$ cat src/hdl/dpc_pkg.sv
// Package of constants and register map for the disk position and count capture block
package dpc_pkg;
  localparam int CW      = 16;
  localparam int IDW     = 64;
  localparam int AW      = 8;
  localparam int NIRQ    = 3;

  localparam logic [AW-1:0] OFF_CTRL      = 8'h00;
  localparam logic [AW-1:0] OFF_EXP_ID    = 8'h04;
  localparam logic [AW-1:0] OFF_ACTA_LO   = 8'h08;
  localparam logic [AW-1:0] OFF_ACTA_HI   = 8'h0C;
  localparam logic [AW-1:0] OFF_ACTB_LO   = 8'h10;
  localparam logic [AW-1:0] OFF_ACTB_HI   = 8'h14;
  localparam logic [AW-1:0] OFF_CAP_LO    = 8'h18;
  localparam logic [AW-1:0] OFF_CAP_HI    = 8'h1C;
  localparam logic [AW-1:0] OFF_DSTAT     = 8'h20;
  localparam logic [AW-1:0] OFF_INT_CNT   = 8'h24;
  localparam logic [AW-1:0] OFF_EXT_CNT   = 8'h28;
  localparam logic [AW-1:0] OFF_GOOD_CNT  = 8'h2C;
  localparam logic [AW-1:0] OFF_SNAP_EXT  = 8'h30;
  localparam logic [AW-1:0] OFF_SNAP_GOOD = 8'h34;
  localparam logic [AW-1:0] OFF_PIPE_CNT  = 8'h38;
  localparam logic [AW-1:0] OFF_IRQ_STAT  = 8'h3C;
  localparam logic [AW-1:0] OFF_IRQ_MASK  = 8'h40;

  // Control register bits
  localparam int CTRL_LBA     = 0;
  localparam int CTRL_LBA4    = 1;
  localparam int CTRL_SKIP    = 2;
  localparam int CTRL_WRITE   = 3;
  localparam int CTRL_REARM   = 4;
  localparam int CTRL_RELEASE = 5;
  localparam int CTRL_SNAP    = 6;
  localparam int CTRL_W       = 4;

  // Disk status bits
  localparam int DST_SEL_B = 0;
  localparam int DST_FULL  = 1;
  localparam int DST_PEND  = 2;
  localparam int DST_STOP  = 3;
  localparam int DST_UPD   = 4;

  // Interrupt status bits
  localparam int IRQ_CAP    = 0;
  localparam int IRQ_UNCORR = 1;
  localparam int IRQ_PEND   = 2;

  localparam logic [CTRL_W-1:0] CTRL_RST = 4'h0;
  localparam logic [31:0]       EXP_RST  = 32'h0000_0000;
  localparam logic [NIRQ-1:0]   MASK_RST = 3'h0;
endpackage

$ cat src/hdl/dpc_if.sv
// Interfaces between the top module and its counter and ID register modules
interface dpc_cnt_if;
  import dpc_pkg::*;
  logic          ld;
  logic [CW-1:0] ld_val;
  logic          inc;
  logic          dec;
  logic [CW-1:0] q;
  modport ctl (output ld, ld_val, inc, dec, input q);
  modport cnt (input ld, ld_val, inc, dec, output q);
endinterface

interface dpc_id_if;
  import dpc_pkg::*;
  logic           ld;
  logic [IDW-1:0] d;
  logic [IDW-1:0] q;
  modport ctl (output ld, d, input q);
  modport reg_side (input ld, d, output q);
endinterface

$ cat src/hdl/dpc_cnt.sv
// Loadable up/down block counter
module dpc_cnt (
  input  wire logic i_clk,
  input  wire logic i_rst,
  dpc_cnt_if.cnt    c
);
  import dpc_pkg::*;
  typedef struct packed {
    logic [CW-1:0] q;
  } dpc_cnt_st_t;
  dpc_cnt_st_t s_r;
  dpc_cnt_st_t s_nxt;

  always_comb begin
    s_nxt = s_r;
    // Load wins so a pipeline reload is never lost to a block step
    if (c.ld) begin
      s_nxt.q = c.ld_val;
    end else if (c.inc && !c.dec) begin
      s_nxt.q = s_r.q + 1'b1;
    end else if (c.dec && !c.inc) begin
      s_nxt.q = s_r.q - 1'b1;
    end
  end

  always_ff @(posedge i_clk or posedge i_rst) begin
    if (i_rst) begin
      s_r <= '0;
    end else begin
      s_r <= s_nxt;
    end
  end

  assign c.q = s_r.q;
endmodule

$ cat src/hdl/dpc_idset.sv
// Eight-byte ID register set
module dpc_idset (
  input  wire logic i_clk,
  input  wire logic i_rst,
  dpc_id_if.reg_side r
);
  import dpc_pkg::*;
  typedef struct packed {
    logic [IDW-1:0] q;
  } dpc_id_st_t;
  dpc_id_st_t s_r;
  dpc_id_st_t s_nxt;

  always_comb begin
    s_nxt = s_r;
    if (r.ld) begin
      s_nxt.q = r.d;
    end
  end

  always_ff @(posedge i_clk or posedge i_rst) begin
    if (i_rst) begin
      s_r <= '0;
    end else begin
      s_r <= s_nxt;
    end
  end

  assign r.q = s_r.q;
endmodule

$ cat src/hdl/dpc_top.sv
// Disk head position tracking, block counting and ID capture with APB registers
//
// Register access over APB and the address map were chosen for this implementation.
module dpc_top (
  input  wire logic                  i_clk,
  input  wire logic                  i_rst,
  input  wire logic                  i_psel,
  input  wire logic                  i_penable,
  input  wire logic                  i_pwrite,
  input  wire logic [dpc_pkg::AW-1:0] i_paddr,
  input  wire logic [31:0]           i_pwdata,
  output logic      [31:0]           o_prdata,
  output logic                       o_pready,
  output logic                       o_pslverr,
  input  wire logic                  i_id_start,
  input  wire logic                  i_id_byte_vld,
  input  wire logic [7:0]            i_id_byte,
  input  wire logic                  i_id_end,
  input  wire logic                  i_id_crc_ok,
  input  wire logic                  i_data_end,
  input  wire logic                  i_ecc_end,
  input  wire logic                  i_ecc_err,
  input  wire logic                  i_block_good_indication,
  input  wire logic                  i_corr_done,
  input  wire logic                  i_uncorr,
  input  wire logic                  i_skip_blk,
  input  wire logic                  i_pipe_bound,
  input  wire logic                  i_host_blk_taken,
  output logic                       o_more_blocks,
  output logic                       o_seq_stop,
  output logic                       o_irq
);
  import dpc_pkg::*;

  typedef struct packed {
    logic [CTRL_W-1:0] ctrl;
    logic [31:0]       exp_id;
    logic [IDW-1:0]    id_sr;
    logic              match_pend;
    logic              capture_full_flag;
    logic              ecc_hold;
    logic              pend_upd;
    logic              pend_crossed;
    logic              pending_increment_flag;
    logic              seq_stop;
    logic [NIRQ-1:0]   irq_stat;
    logic [NIRQ-1:0]   irq_mask;
    logic [CW-1:0]     snap_ext;
    logic [CW-1:0]     snap_good;
    logic [CW-1:0]     pipe_int;
    logic [CW-1:0]     pipe_ext;
    logic [31:0]       prdata;
    logic              pready;
    logic              pslverr;
    logic              more;
    logic              irq;
  } dpc_st_t;

  dpc_st_t s_r;
  dpc_st_t s_nxt;

  dpc_cnt_if int_cnt ();
  dpc_cnt_if ext_cnt ();
  dpc_cnt_if good_cnt ();
  dpc_id_if  act_a ();
  dpc_id_if  act_b ();
  dpc_id_if  cap ();

  dpc_cnt u_int_cnt (
    .i_clk (i_clk),
    .i_rst (i_rst),
    .c     (int_cnt.cnt)
  );
  dpc_cnt u_ext_cnt (
    .i_clk (i_clk),
    .i_rst (i_rst),
    .c     (ext_cnt.cnt)
  );
  dpc_cnt u_good_cnt (
    .i_clk (i_clk),
    .i_rst (i_rst),
    .c     (good_cnt.cnt)
  );
  dpc_idset u_act_a (
    .i_clk    (i_clk),
    .i_rst    (i_rst),
    .r        (act_a.reg_side)
  );
  dpc_idset u_act_b (
    .i_clk    (i_clk),
    .i_rst    (i_rst),
    .r        (act_b.reg_side)
  );
  dpc_idset u_cap (
    .i_clk    (i_clk),
    .i_rst    (i_rst),
    .r        (cap.reg_side)
  );

  logic            setup;
  logic            wr;
  logic            id_match;
  logic [31:0]     exp_inc;
  logic [31:0]     dstat;
  logic [NIRQ-1:0] irq_set;
  logic [NIRQ-1:0] irq_clr;
  logic            snap;
  logic            rearm;

  // Compare only the bytes that the selected ID format uses
  always_comb begin
    id_match = 1'b0;
    exp_inc  = s_r.exp_id;
    if (s_r.ctrl[CTRL_LBA] && !s_r.ctrl[CTRL_LBA4]) begin
      id_match = (s_r.id_sr[23:0] == s_r.exp_id[23:0]);
      exp_inc  = {8'h00, s_r.exp_id[23:0] + 24'h00_0001};
    end else if (s_r.ctrl[CTRL_LBA]) begin
      id_match = (s_r.id_sr[31:0] == s_r.exp_id);
      exp_inc  = s_r.exp_id + 32'h0000_0001;
    end else begin
      // Cylinder/head/sector: only the sector byte steps
      id_match = (s_r.id_sr[31:0] == s_r.exp_id);
      exp_inc  = {s_r.exp_id[31:8], s_r.exp_id[7:0] + 8'h01};
    end
  end

  assign dstat = {27'h0, s_r.pend_upd, s_r.seq_stop, s_r.pending_increment_flag,
                  s_r.capture_full_flag, s_r.ecc_hold};

  always_comb begin
    s_nxt           = s_r;
    setup           = i_psel && !i_penable;
    wr              = i_psel && i_penable && s_r.pready && i_pwrite;
    irq_set         = '0;
    irq_clr         = '0;
    snap            = 1'b0;
    rearm           = 1'b0;
    int_cnt.ld      = 1'b0;
    int_cnt.ld_val  = s_r.pipe_int;
    int_cnt.inc     = 1'b0;
    int_cnt.dec     = 1'b0;
    ext_cnt.ld      = 1'b0;
    ext_cnt.ld_val  = s_r.pipe_ext;
    ext_cnt.inc     = 1'b0;
    ext_cnt.dec     = 1'b0;
    good_cnt.ld     = 1'b0;
    good_cnt.ld_val = '0;
    good_cnt.inc    = 1'b0;
    // Host side draws good blocks back out of the buffer
    good_cnt.dec    = i_host_blk_taken;
    act_a.ld        = 1'b0;
    act_a.d         = s_r.id_sr;
    act_b.ld        = 1'b0;
    act_b.d         = s_r.id_sr;
    cap.ld          = 1'b0;
    cap.d           = s_r.id_sr;

    // APB: one wait-free access, read data latched in the setup cycle
    s_nxt.pready = setup;
    // Error flag stands only beside pready
    s_nxt.pslverr = 1'b0;
    if (setup) begin
      s_nxt.prdata  = 32'h0000_0000;
      s_nxt.pslverr = 1'b0;
      unique case (i_paddr)
        OFF_CTRL:      s_nxt.prdata = {28'h0, s_r.ctrl};
        OFF_EXP_ID:    s_nxt.prdata = s_r.exp_id;
        OFF_ACTA_LO:   s_nxt.prdata = act_a.q[31:0];
        OFF_ACTA_HI:   s_nxt.prdata = act_a.q[63:32];
        OFF_ACTB_LO:   s_nxt.prdata = act_b.q[31:0];
        OFF_ACTB_HI:   s_nxt.prdata = act_b.q[63:32];
        OFF_CAP_LO:    s_nxt.prdata = cap.q[31:0];
        OFF_CAP_HI:    s_nxt.prdata = cap.q[63:32];
        OFF_DSTAT:     s_nxt.prdata = dstat;
        OFF_INT_CNT:   s_nxt.prdata = {16'h0, int_cnt.q};
        OFF_EXT_CNT:   s_nxt.prdata = {16'h0, ext_cnt.q};
        OFF_GOOD_CNT:  s_nxt.prdata = {16'h0, good_cnt.q};
        OFF_SNAP_EXT:  s_nxt.prdata = {16'h0, s_r.snap_ext};
        OFF_SNAP_GOOD: s_nxt.prdata = {16'h0, s_r.snap_good};
        OFF_PIPE_CNT:  s_nxt.prdata = {s_r.pipe_ext, s_r.pipe_int};
        OFF_IRQ_STAT:  s_nxt.prdata = {29'h0, s_r.irq_stat};
        OFF_IRQ_MASK:  s_nxt.prdata = {29'h0, s_r.irq_mask};
        default:       s_nxt.pslverr = 1'b1;
      endcase
    end

    if (wr) begin
      unique case (i_paddr)
        OFF_CTRL: begin
          s_nxt.ctrl = i_pwdata[CTRL_W-1:0];
          if (i_pwdata[CTRL_REARM]) begin
            s_nxt.capture_full_flag = 1'b0;
          end
          rearm = i_pwdata[CTRL_REARM];
          if (i_pwdata[CTRL_RELEASE]) begin
            s_nxt.ecc_hold = 1'b0;
            s_nxt.seq_stop = 1'b0;
          end
          snap = i_pwdata[CTRL_SNAP];
        end
        OFF_EXP_ID: begin
          s_nxt.exp_id     = i_pwdata;
          // A new target drops a match still waiting for its data field
          s_nxt.match_pend = 1'b0;
        end
        OFF_INT_CNT: begin
          int_cnt.ld     = 1'b1;
          int_cnt.ld_val = i_pwdata[CW-1:0];
          ext_cnt.ld     = 1'b1;
          ext_cnt.ld_val = i_pwdata[CW-1:0];
        end
        OFF_GOOD_CNT: begin
          good_cnt.ld     = 1'b1;
          good_cnt.ld_val = i_pwdata[CW-1:0];
        end
        OFF_PIPE_CNT: begin
          s_nxt.pipe_int = i_pwdata[CW-1:0];
          s_nxt.pipe_ext = i_pwdata[31:16];
        end
        OFF_IRQ_STAT: irq_clr = i_pwdata[NIRQ-1:0];
        OFF_IRQ_MASK: s_nxt.irq_mask = i_pwdata[NIRQ-1:0];
        default: begin
        end
      endcase
    end

    // Snapshot of the live external and good counts for firmware
    if (snap) begin
      s_nxt.snap_ext  = ext_cnt.q;
      s_nxt.snap_good = good_cnt.q;
    end

    // ID field assembly, newest byte lowest
    if (i_id_start) begin
      s_nxt.id_sr      = '0;
      // A retried ID with no data field must not step the expected ID
      s_nxt.match_pend = 1'b0;
    end else if (i_id_byte_vld) begin
      s_nxt.id_sr = {s_r.id_sr[IDW-9:0], i_id_byte};
    end

    if (i_id_end && i_id_crc_ok) begin
      // Rearm in the same cycle frees the set, so this ID is kept
      if (!s_r.capture_full_flag || rearm) begin
        cap.ld                  = 1'b1;
        s_nxt.capture_full_flag = 1'b1;
        irq_set[IRQ_CAP]        = 1'b1;
      end
      // A full capture set keeps the first position until rearmed
      if (id_match) begin
        s_nxt.match_pend = 1'b1;
        if (s_r.ecc_hold) begin
          act_b.ld = 1'b1;
        end else begin
          act_a.ld = 1'b1;
        end
      end
    end

    if (i_data_end && s_r.match_pend) begin
      s_nxt.exp_id     = exp_inc;
      s_nxt.match_pend = 1'b0;
    end

    // Skipped blocks still advance position and external count
    if (i_skip_blk && s_r.ctrl[CTRL_SKIP]) begin
      int_cnt.dec  = 1'b1;
      ext_cnt.dec  = 1'b1;
      s_nxt.exp_id = exp_inc;
    end

    if (i_corr_done && s_r.pend_upd) begin
      good_cnt.inc                 = 1'b1;
      if (!s_r.pend_crossed) begin
        ext_cnt.dec = 1'b1;
      end
      s_nxt.pend_upd               = 1'b0;
      s_nxt.ecc_hold               = 1'b0;
      s_nxt.pending_increment_flag = 1'b0;
    end

    if (i_uncorr && s_r.pend_upd) begin
      s_nxt.pend_upd      = 1'b0;
      irq_set[IRQ_UNCORR] = 1'b1;
      // Flag stays set: the old pipeline's last sector never landed
      if (s_r.pend_crossed) begin
        s_nxt.seq_stop = 1'b1;
      end
    end

    // End of sector: internal count always steps
    // Placed after the correction results so a new error in the
    // same cycle is not wiped by the old sector's clear
    if (i_ecc_end) begin
      int_cnt.dec = 1'b1;
      if (s_r.ctrl[CTRL_WRITE]) begin
        ext_cnt.dec  = 1'b1;
        good_cnt.inc = 1'b1;
      end else if (i_ecc_err) begin
        s_nxt.pend_upd     = 1'b1;
        s_nxt.pend_crossed = 1'b0;
        s_nxt.ecc_hold     = 1'b1;
      end else if (i_block_good_indication) begin
        ext_cnt.dec  = 1'b1;
        good_cnt.inc = 1'b1;
      end
    end

    // Reload wins over the block step above, correction pending or not
    if (i_pipe_bound) begin
      int_cnt.ld     = 1'b1;
      int_cnt.ld_val = s_r.pipe_int;
      ext_cnt.ld     = 1'b1;
      ext_cnt.ld_val = s_r.pipe_ext;
      if (s_nxt.pend_upd) begin
        s_nxt.pend_crossed           = 1'b1;
        s_nxt.pending_increment_flag = 1'b1;
        irq_set[IRQ_PEND]            = 1'b1;
      end
    end

    // Set beats a same-cycle write-one clear
    s_nxt.irq_stat = (s_r.irq_stat & ~irq_clr) | irq_set;
    // Interrupt follows status and mask at the same edge
    s_nxt.irq      = |(s_nxt.irq_stat & s_nxt.irq_mask);
    s_nxt.more     = (int_cnt.q != '0);
  end

  always_ff @(posedge i_clk or posedge i_rst) begin
    if (i_rst) begin
      s_r          <= '0;
      s_r.ctrl     <= CTRL_RST;
      s_r.exp_id   <= EXP_RST;
      s_r.irq_mask <= MASK_RST;
    end else begin
      s_r <= s_nxt;
    end
  end

  assign o_prdata      = s_r.prdata;
  assign o_pready      = s_r.pready;
  assign o_pslverr     = s_r.pslverr;
  assign o_more_blocks = s_r.more;
  assign o_seq_stop    = s_r.seq_stop;
  assign o_irq         = s_r.irq;
endmodule

$ cat config.mk
export PLATFORM = sky130hd
export DESIGN_NAME = dpc_top
export DESIGN_NICKNAME = d
export VERILOG_FILES = /design/src/hdl/dpc_pkg.sv /design/src/hdl/dpc_if.sv /design/src/hdl/dpc_cnt.sv /design/src/hdl/dpc_idset.sv /design/src/hdl/dpc_top.sv
export SDC_FILE = /design/constraint.sdc
export NUM_CORES = 1
export LEC_CHECK = 0
export BUFFER_PORTS_ARGS = -buffer_cell sky130_fd_sc_hd__buf_2
export CORE_ASPECT_RATIO = 0.6
export CORE_UTILIZATION = 30
export DETAILED_ROUTE_END_ITERATION = 6
export PLACE_DENSITY = 0.54
export SLEW_MARGIN = 20
export SYNTH_ARGS = -nofsm -noshare
export SYNTH_HDL_FRONTEND = slang
export SYNTH_SLANG_ARGS = --single-unit
$ cat constraint.sdc
create_clock -name i_clk -period 19.1 [get_ports i_clk]
set_input_delay 1.91 -clock i_clk [delete_from_list [all_inputs] [get_ports i_clk]]
set_output_delay 1.91 -clock i_clk [all_outputs]
set_load 0.005 [all_outputs]
==> results.ini, run 1 <==
[detailed_routing]
drtIter0Drc=2606
vias_per_cell=5.86
totalWireLength_um=98200
dr.pass1.iters=6
wl_met3_um=14200
top_layer=met5
detailroute.wirelength.met2_um=35300
ant_nets=0
drcViolationCount=0
dr_total_vias=18800
wl_met1_um=46800
wl_per_cell_um=30.6

[cts]
clk_pin_slew_ns=0.06
h-tree-depth=2
clk_latency_ns=0.61
cts_tree=done
cts.sinks=453
cts_resized=0
holdBufCountCts=0
cts_setup_buffers=0
cts_root_buf=clkbuf_16
cts_made_buffers=45
clk_path_buf_depth=3

[logic_synthesis]
synthCells=2147
yosysMostFrequentCell=dfrtp_1
synth_warnings=0
netlist_top_cells_area=dfrtp_1 49%, mux2_2 14%, mux2i_1 4.5%
ys_seq_area_share_pct=49.2
synth.avg_cell_area_um2=10.7
synthTopCellsByCount=453 x dfrtp_1, 284 x mux2_2, 194 x nor2_1
syn_nets=2232
yosys.area.top_type=dfrtp_1
synth_area_um2=23100
synth_ff_type=dfrtp_1
synthArstFlopShare_pct=100
synth.top_cell.area_share_pct=49.2
yosys_register_bits=453
ys_types=79
synth_edf_count=0

[worst_setup_path]
crit_required_ns=19.56
max_stage_delay_ns=0.79
crit_slowest_cell=buf_4
cp-start-kind=primary input
worst-setup-path-type=primary input to register
crit_buf_inv=3
crit_family=simple AND/OR/NAND/NOR gates
crit_chain=buf_2 > buf_4 > nor2_1 > nand2_1 > nor3_4 > nand2_1 > a21oi_4 > buf_4 > mux2_2
critPathMaxFanout=66
critPathCaptureType=register
crit_arrival_ns=6.14

[global_routing]
grt_overflow=0
grt_max_degree=114
grt_pass1_vias=17900
grt_util_all_layers_pct=24.9
grt_pass1_wl_um=139000
antenna_found_initial=7

[power_and_ir_drop]
peakVddDrop_v=0.0000505
powerDensity_nw_per_um2=95.0
p_total_uw=2460
pwr-share-clk_pct=38.7
pwr-share-seq_pct=45.3
intPower_uw=1690
p_sw_share_pct=31.4
p_comb_share_pct=16.0
leakagePower_uw=0.0118
p_sw_uw=774

[timing]
finalHoldViolCount=0
rsz0062_at_grt=no
maxSlewViolCount=0
fin_tns_setup_ns=0
final-setup-viol-count=0
fmax_mhz=176
max_slew.worst_pin.slew_ns=1.12
min_period_ns=5.68
clock_skew_ns=0.0336
post-route-period-util_pct=29.7
slew-limit-headroom_pct=24.8

[die]
fp-row-count=78
coreArea_um2=75800
die_y_um=217
fp.dieW_um=360
io_pins=103
start_util_pct=30.4
die_area_um2=78000

[outcome]
status=completed

[run]
cap_viol_max_count=0

[worst_hold_path]
hp-class=register to register

[placed_design]
place_congestion=0.979
hpwl_um=72700
numPortBuffers=102

[final_layout]
syn_to_final_growth_pct=12.5
layout.nets=2264
drive_gt1_share_pct=24.7

==> cells by family (layout without fill, tap and decap cells) <==
group	after synthesis	count (layout)	share of synthesized area (%)
simple gates	526	526	10.5
fa+ha+maj	19	19	1.06
buf+inv	193	257	4.25
other cells	0	1	0
flops	453	453	49.2
mux	398	398	19.2
xor+xnor	42	42	1.60
compound gates	516	516	14.3
==> state kept, by name, indices dropped and copies added, names as in the netlist <==
register / count
u_good_cnt.c.q: 16
o_pready: 1
o_pslverr: 1
o_seq_stop: 1
u_ext_cnt.c.q: 16
o_prdata: 32
o_more_blocks: 1
u_act_a.r.q: 64
u_int_cnt.c.q: 16
u_cap.r.q: 64
o_irq: 1
dstat: 4
u_act_b.r.q: 64
s_r: 108
act_a.d: 64
==> cell type report <==
class                           count  area [µm²]
Multi-Input combinational cell   1501       10800
Antenna cell                        1        2.50
Tap cell                         1000        1250
Fill cell                        7529       49900
Clock buffer                       61        1280
Clock inverter                     18         246
Sequential cell                   453       11300
Inverter                           24        97.6
Timing Repair Buffer              154         927
==> power groups by stage <==
stage	clock network, µW	registers, µW	logic (µW)
3_3_place_gp	0	1120	384
2_1_floorplan	0	1060	281
3_5_place_dp	0	1120	387
4_1_cts	963	1110	389
5_1_grt	1000	1110	435
6_report	953	1110	395
==> routing by layer <==
metal / GRT usage [%] / vias up
li1: - / 7891
met1: 38.5 / 9749
met2: 30.5 / 1065
met3: 11.5 / 118
met4: 4.67 / 6
met5: 0 / -
==> stage by stage <==
step | utilization, % | area, µm² | std cells | worst slack, ns | hold slack, ns
4_1_cts | 34.2 | 25900 | 3211 | 13.65 | 0.489
3_5_place_dp | 32.2 | 24400 | 3132 | 13.04 | 0.476
6_report | 34.2 | 25900 | 3212 | 13.42 | 0.483
3_3_place_gp | 32.1 | 24400 | 3131 | 12.99 | 0.471
5_1_grt | 34.2 | 25900 | 3211 | 13.37 | 0.512
2_1_floorplan | - | 23100 | 2147 | 4.56 | 0.443
==> worst reg2reg max path, delay by kind of cell, from the launching register on <==
kind / cells / cell delay [ns]
simple gates: 3 / 1.54
buf+inv: 2 / 1.08
flops: 1 / 0.63
mux: 1 / 0.47
compound gates: 1 / 0.43
==> path summary, 6_finish.rpt <==
check                      slack [ns]  depth (start not counted)                     endpoint                     start
setup / recovery                13.42                          9    u_cap.r.q[40]$_DFFE_PP0P_                i_paddr[5]
hold / removal                   0.48                          2     o_prdata[22]$_DFFE_PP0P_  o_prdata[22]$_DFFE_PP0P_
setup reg to reg                14.83                          7  u_act_a.r.q[36]$_DFFE_PP0P_      s_r[181]$_DFFE_PP0P_
hold reg to reg                  0.48                          2     o_prdata[22]$_DFFE_PP0P_  o_prdata[22]$_DFFE_PP0P_
max in group asynchronous       15.29                          4  u_act_a.r.q[36]$_DFFE_PP0P_                     i_rst
min in group asynchronous        1.45                          2         s_r[201]$_DFFE_PP0P_                     i_rst
==> cell usage in the layout (no fill, tap or decap), types with 7 or more instances in the layout <==
cell type / n
clkbuf_1: 7
buf_4: 51
buf_2: 101
clkbuf_8: 9
xor2_1: 17
o22ai_1: 40
ha_1: 18
a21oi_1: 101
xnor2_1: 24
dfrtp_1: 453
a31oi_1: 16
and3_1: 10
a221oi_1: 12
mux2i_1: 104
nor2b_1: 10
a21o_1: 10
clkinv_2: 8
a22oi_1: 81
a211oi_1: 16
clkbuf_16: 45
inv_1: 23
nand2_1: 154
nor4_1: 11
nand3_1: 45
mux2_2: 284
nand4_1: 14
a22o_1: 26
nor3_1: 31
or3_1: 7
nor2_1: 192
o21ai_0: 152
Note: power is estimated with default switching activity, not from simulation.
==> run 2: changes to the inputs <==
Settings changed: PLACE_DENSITY 0.54 to 0.55.
Clock period 19.1 ns to 4.6 ns, I/O delays scaled along.
==> run 2 against run 1 <==
Count of clock-buffer cells in the layout up 9. Non-clock buffer count up 36. First-iteration DRC count up 11%. Via count up 0.67%. Largest power group unchanged. Global-route usage down 0.23 points. Worst hold slack worse by 0.46 ns. Utilization up 0.47 points.
==> results.ini, run 2 (synthesis results as in run 1) <==
[die]
start_util_pct=30.4  ; unchanged
coreArea_um2=75800  ; unchanged
die_area_um2=78000  ; unchanged
io_pins=103  ; unchanged
fp-row-count=78  ; unchanged
fp.dieW_um=360  ; unchanged
die_y_um=217  ; unchanged

[global_routing]
grt_overflow=0  ; unchanged
grt_pass1_wl_um=138000  ; -0.79%
grt_pass1_vias=18100  ; +1.5%
grt_util_all_layers_pct=24.7  ; -0.23 points
grt_max_degree=128  ; +12%
antenna_found_initial=5  ; -2

[cts]
cts_setup_buffers=0  ; unchanged
cts_made_buffers=47  ; +4.4%
clk_latency_ns=0.62  ; about the same
holdBufCountCts=0  ; unchanged
clk_pin_slew_ns=0.06  ; about the same
h-tree-depth=2  ; unchanged
clk_path_buf_depth=3  ; unchanged
cts_root_buf=clkbuf_16
cts_tree=done
cts.sinks=453  ; unchanged
cts_resized=0  ; unchanged

[worst_setup_path]
crit_arrival_ns=4.21  ; -1.93 ns
crit_required_ns=5.07  ; -14.49 ns
critPathMaxFanout=15  ; -77%
worst-setup-path-type=register to register
critPathCaptureType=register
reg2reg_setup_slack_ns=0.86  ; -13.97 ns
cp-start-kind=register

[power_and_ir_drop]
powerDensity_nw_per_um2=391  ; +310%
p_total_uw=10300  ; +320%
peakVddDrop_v=0.000223  ; +340%
leakagePower_uw=0.0120  ; +1.7%

[timing]
rsz0062_at_grt=no
finalHoldViolCount=0  ; unchanged
maxSlewViolCount=0  ; unchanged
max_slew.worst_pin.slew_ns=1.06  ; -0.0657 ns
clock_skew_ns=0.0276  ; -0.00602 ns
post-route-period-util_pct=81.4
slew-limit-headroom_pct=29.1  ; +4.3 points
setup_slack_ns=0.857  ; -12.57 ns
min_period_ns=3.74
fmax_mhz=267
final-setup-viol-count=0  ; unchanged

[detailed_routing]
totalWireLength_um=96700  ; -1.6%
vias_per_cell=5.83  ; -0.60%
drcViolationCount=0  ; unchanged
dr_total_vias=19000  ; +0.67%
dr.pass1.iters=6  ; unchanged
wl_per_cell_um=29.7  ; -2.8%
drtIter0Drc=2902  ; +11%
ant_nets=0  ; unchanged

[final_layout]
largest-register=s_r
syn_to_final_growth_pct=14.0
drive_gt1_share_pct=25.7  ; +1.0 points
instances_no_fill=3253  ; +1.3%
n_antenna_cell=0  ; -1
most-common-layout-cells=453 x dfrtp_1, 284 x mux2_2, 194 x nor2_1
final_area_um2=26300  ; +1.4%
layout.nets=2302  ; +1.7%
final_core_util_pct=34.7  ; +0.47 points
largest_register_ffs=108  ; unchanged
mostFrequentLayoutCell=dfrtp_1

[outcome]
status=completed

[worst_hold_path]
hp-class=primary input to async pin

[placed_design]
placed_area_um2=24700  ; +1.4%
dp_slack_ns=0.652  ; -12.38 ns
numPortBuffers=102  ; unchanged
dp.cells=3168  ; +1.1%
place_congestion=0.992  ; +1.3%
hpwl_um=72000  ; -0.98%

[run]
cap_viol_max_count=0  ; unchanged

[run 2: critical path, stage by stage, from the launching register on]
cell,delay [ns]
dfrtp_1,0.43
nand2_1,0.18
o211a_1,0.30
nor2_1,0.12
inv_1,0.45
ha_1,0.40
a21o_1,0.21
and3_1,0.18
a2111oi_1,0.55
buf_4,0.23
a21oi_1,0.06
o211ai_1,0.25
xnor2_1,0.14
o21ai_0,0.09
[run 2: per-layer routing]
metal | wire [µm] | global-route usage, % | vias up
met5 | 13 | 0 | -
met4 | 1750 | 4.87 | 2
met3 | 14500 | 11.1 | 121
met2 | 35300 | 30.6 | 1124
met1 | 45100 | 37.8 | 9728
li1 | - | - | 7980
[run 2: power breakdown]
group	switching [µW]	internal (µW)	total (µW)
logic	1050	658	1710
registers	429	4160	4590
clock network	1740	2240	3980
total	3220	7050	10300
[run 2: cell type report]
cell class,count,area [µm²]
fillers,7568,49500
flip-flops and latches,453,11300
multi-input cells,1501,10800
clock buffers,70,1370
repair buffers,190,1270
well taps,1000,1250
clock inverters,15,174
inverters,24,93.8
[run 2: path summary, 6_finish.rpt]
kind,startpoint,end,cells after the start
min in group i_clk,i_id_byte[2],act_a.d[2]$_DFFE_PP0P_,3
worst max-delay path,dstat[4]$_DFF_PP0_,u_good_cnt.c.q[15]$_DFFE_PP0P_,13
max in group asynchronous,i_rst,u_cap.r.q[40]$_DFFE_PP0P_,3
worst min register to register,o_prdata[7]$_DFFE_PP0P_,o_prdata[7]$_DFFE_PP0P_,2
worst min-delay path,i_rst,s_r[202]$_DFFE_PP0P_,2
worst max register to register,dstat[4]$_DFF_PP0_,u_good_cnt.c.q[15]$_DFFE_PP0P_,13
[run 2: stage by stage]
stage | hold WS (ns) | TNS, ns
finish | 0.0206 | 0
global route | 0.0543 | 0
CTS | 0.0201 | 0
detailed placement | 0.470 | 0
global placement | 0.471 | 0
floorplan | 0.443 | -900.15
==> run 3: changes to the inputs <==
Settings changed: ABC_AREA from default to 1.
Clock period 4.6 ns to 3.1 ns, I/O delays scaled along.
==> run 3 against run 2 <==
Via count grew 22%. Utilization grew 0.24 points. Largest power group unchanged. Combinational power increased by 54%. Global-route usage shrank 0.56 points. Largest cell class unchanged. Sequential power increased by 47%. Count of clock-buffer cells in the layout fell by 9. Final area grew 5.5%. Synthesized area rose by 4.5%. Register-to-register slack got worse by 0.52 ns. Clock power increased by 53%. Worst hold slack better by 0.0014 ns.
==> results.ini, run 3 <==
[power_and_ir_drop]
pwr-share-seq_pct=43.5  ; -1.2 points
intPower_uw=10600  ; +50%
powerDensity_nw_per_um2=557  ; +43%
p_sw_uw=4900  ; +52%
leakagePower_uw=0.0136  ; +13%
p_sw_share_pct=31.7  ; +0.34 points
pwr-share-clk_pct=39.5  ; +0.8 points
p_comb_share_pct=17.0  ; +0.4 points
peakVddDrop_v=0.000417  ; +87%

[worst_setup_path]
cp_common_cell=nand2_1
crit_family=simple AND/OR/NAND/NOR gates
worst-setup-path-type=register to register
critPathMaxFanout=15  ; unchanged
crit_chain=inv_1 > o21ai_0 > nand2_1 > nand2_1 > nand2_1 > inv_1 > fa_1 > inv_1 > nand3_1 > nand2_1 > nand2_1 > nand2_1 > nand2_1 > nand2_1 > nand2_1 > nand3_1 > o211ai_1
cp-start-kind=register
max_stage_delay_ns=0.46  ; -0.09 ns
crit_arrival_ns=3.24  ; -0.97 ns
crit_slowest_cell=nand2_1
critPathCaptureType=register
crit_buf_inv=3  ; +1
crit_required_ns=3.57  ; -1.50 ns

[timing]
post-route-period-util_pct=89.2  ; +7.8 points
fin_tns_setup_ns=0  ; unchanged
finalHoldViolCount=0  ; unchanged
rsz0062_at_grt=no
max_slew.worst_pin.slew_ns=0.973  ; -0.0863 ns
min_period_ns=2.77  ; -0.978 ns
setup_slack_ns=0.334  ; -0.522 ns
maxSlewViolCount=0  ; unchanged
clock_skew_ns=0.0279  ; +0.000272 ns
slew-limit-headroom_pct=34.7  ; +5.6 points
fmax_mhz=362  ; +35%
final-setup-viol-count=0  ; unchanged

[final_layout]
most-common-layout-cells=1,104 x nand2_1, 452 x dfrtp_1, 235 x nand3_1
layout.nets=3327  ; +45%
instances_no_fill=4349  ; +34%
syn_to_final_growth_pct=15.2
drive_gt1_share_pct=11.5  ; -14 points
mostFrequentLayoutCell=nand2_1
largest-register=s_r
largest_register_ffs=108  ; unchanged

[detailed_routing]
dr.pass1.iters=6  ; unchanged
drcViolationCount=0  ; unchanged
totalWireLength_um=99400  ; +2.8%
vias_per_cell=5.30  ; -9.0%
dr_total_vias=23100  ; +22%
ant_nets=0  ; unchanged
drtIter0Drc=2867  ; -1.2%
wl_per_cell_um=22.9  ; -23%

[logic_synthesis]
yosys_register_bits=453  ; unchanged
synthArstFlopShare_pct=100  ; unchanged
synth_ff_type=dfrtp_1
synthCells=3152  ; +47%
yosysMostFrequentCell=nand2_1
ys_types=52  ; -34%
ys_seq_area_share_pct=47.1  ; -2.1 points
netlist_top_cells_area=dfrtp_1 47%, nand2_1 17%, nand3_1 4.9%
synth_warnings=0  ; unchanged
synth.avg_cell_area_um2=7.64  ; -29%
synth_area_um2=24100  ; +4.5%
synthTopCellsByCount=1,106 x nand2_1, 453 x dfrtp_1, 235 x nand3_1
synth.top_cell.area_share_pct=47.1  ; -2.1 points
yosys.area.top_type=dfrtp_1
syn_nets=3237  ; +45%
synth_edf_count=0  ; unchanged

[die]
start_util_pct=30.3  ; -0.099 points
fp.dieW_um=368  ; +2.2%
fp-row-count=80  ; +2.6%
coreArea_um2=79500  ; +4.8%
die_y_um=221  ; +2.2%
io_pins=103  ; unchanged
die_area_um2=81500  ; +4.4%

[global_routing]
antenna_found_initial=7  ; +2
grt_max_degree=77  ; -40%
grt_overflow=0  ; unchanged
grt_pass1_wl_um=147000  ; +6.1%
grt_util_all_layers_pct=24.1  ; -0.56 points
grt_pass1_vias=21100  ; +16%

[placed_design]
dp_slack_ns=0.369  ; -0.283 ns
hpwl_um=73600  ; +2.2%
dp.cells=4244  ; +34%
place_congestion=0.964  ; -2.7%
numPortBuffers=102  ; unchanged

[cts]
cts_tree=done
clk_latency_ns=0.61  ; about the same
clk_path_buf_depth=3  ; unchanged
cts_setup_buffers=0  ; unchanged
cts_root_buf=clkbuf_16
h-tree-depth=2  ; unchanged
clk_pin_slew_ns=0.07  ; about the same
cts.sinks=453  ; unchanged
cts_made_buffers=44  ; -6.4%

[outcome]
status=completed

[run]
cap_viol_max_count=0  ; unchanged

[worst_hold_path]
hp-class=primary input to register

-- run 3: through the flow --
stage                     utilization (%)  power, µW  hold WS (ns)  cell area, µm²
after detailed placement             32.7       9360         0.445           26000
after global routing                 34.9      16100        0.0271           27700
after global placement               32.7       9400         0.447           26000
after CTS                            34.9      15400       0.00344           27700
after floorplan                         -       8410         0.423           24100
final                                34.9      15500        0.0220           27700
-- run 3: layout make-up --
| type | count | area, µm² |
|---|---|---|
| Fill cell | 8495 | 51700 |
| Inverter | 241 | 908 |
| Clock inverter | 21 | 317 |
| Sequential cell | 453 | 11300 |
| Multi-Input combinational cell | 2262 | 10700 |
| Tap cell | 1066 | 1330 |
| Clock buffer | 61 | 1260 |
| Timing Repair Buffer | 240 | 1870 |
| Antenna cell | 5 | 12.5 |
-- run 3: cell families after synthesis --
| family | synth area share, % |
|---|---|
| simple gates | 32.0 |
| flops | 47.1 |
| buf+inv | 8.70 |
| compound gates | 9.56 |
| xor+xnor | 0.909 |
| fa+ha+maj | 1.02 |
| mux | 0.748 |
-- run 3: tightest hold or removal path: stages --
cell and delay, ns:
buf_2 0.08, nand2_1 0.07, a21boi_1 0.13
-- run 3: repair_timing --
item | CTS | global route
gates resized for setup | 0 | 0
hold endpoints to repair | 29 | 0
hold buffers | 18 | 0
-- run 3: final timing paths --
check	cells past startpoint	slack, ns	from	end
hold reg to reg	2	0.47	u_act_a.r.q[26]$_DFFE_PP0P_	u_act_a.r.q[26]$_DFFE_PP0P_
setup reg to reg	17	0.33	s_r[212]$_DFFE_PP0P_	u_good_cnt.c.q[8]$_DFFE_PP0P_
min in group asynchronous	3	0.37	i_rst	act_a.d[49]$_DFFE_PP0P_
hold / removal	3	0.02	i_data_end	s_r[112]$_DFF_PP0_
max in group asynchronous	5	1.75	i_rst	s_r[52]$_DFFE_PP0P_
setup / recovery	17	0.33	s_r[212]$_DFFE_PP0P_	u_good_cnt.c.q[8]$_DFFE_PP0P_
-- run 3: power groups by stage --
stage,clock network [µW],registers (µW),logic (µW)
after floorplan,0,6590,1820
after global placement,0,6800,2590
after detailed placement,0,6800,2560
after CTS,6160,6690,2590
after global routing,6400,6750,2960
final,6100,6730,2630
-- run 3: layer usage --
| metal | track usage (%) | wire [µm] | vias to the layer above |
|---|---|---|---|
| li1 | - | - | 10500 |
| met1 | 39.0 | 48000 | 11200 |
| met2 | 27.8 | 34300 | 1268 |
| met3 | 11.4 | 16000 | 88 |
| met4 | 2.84 | 964 | 2 |
| met5 | 1.69 | 190 | - |
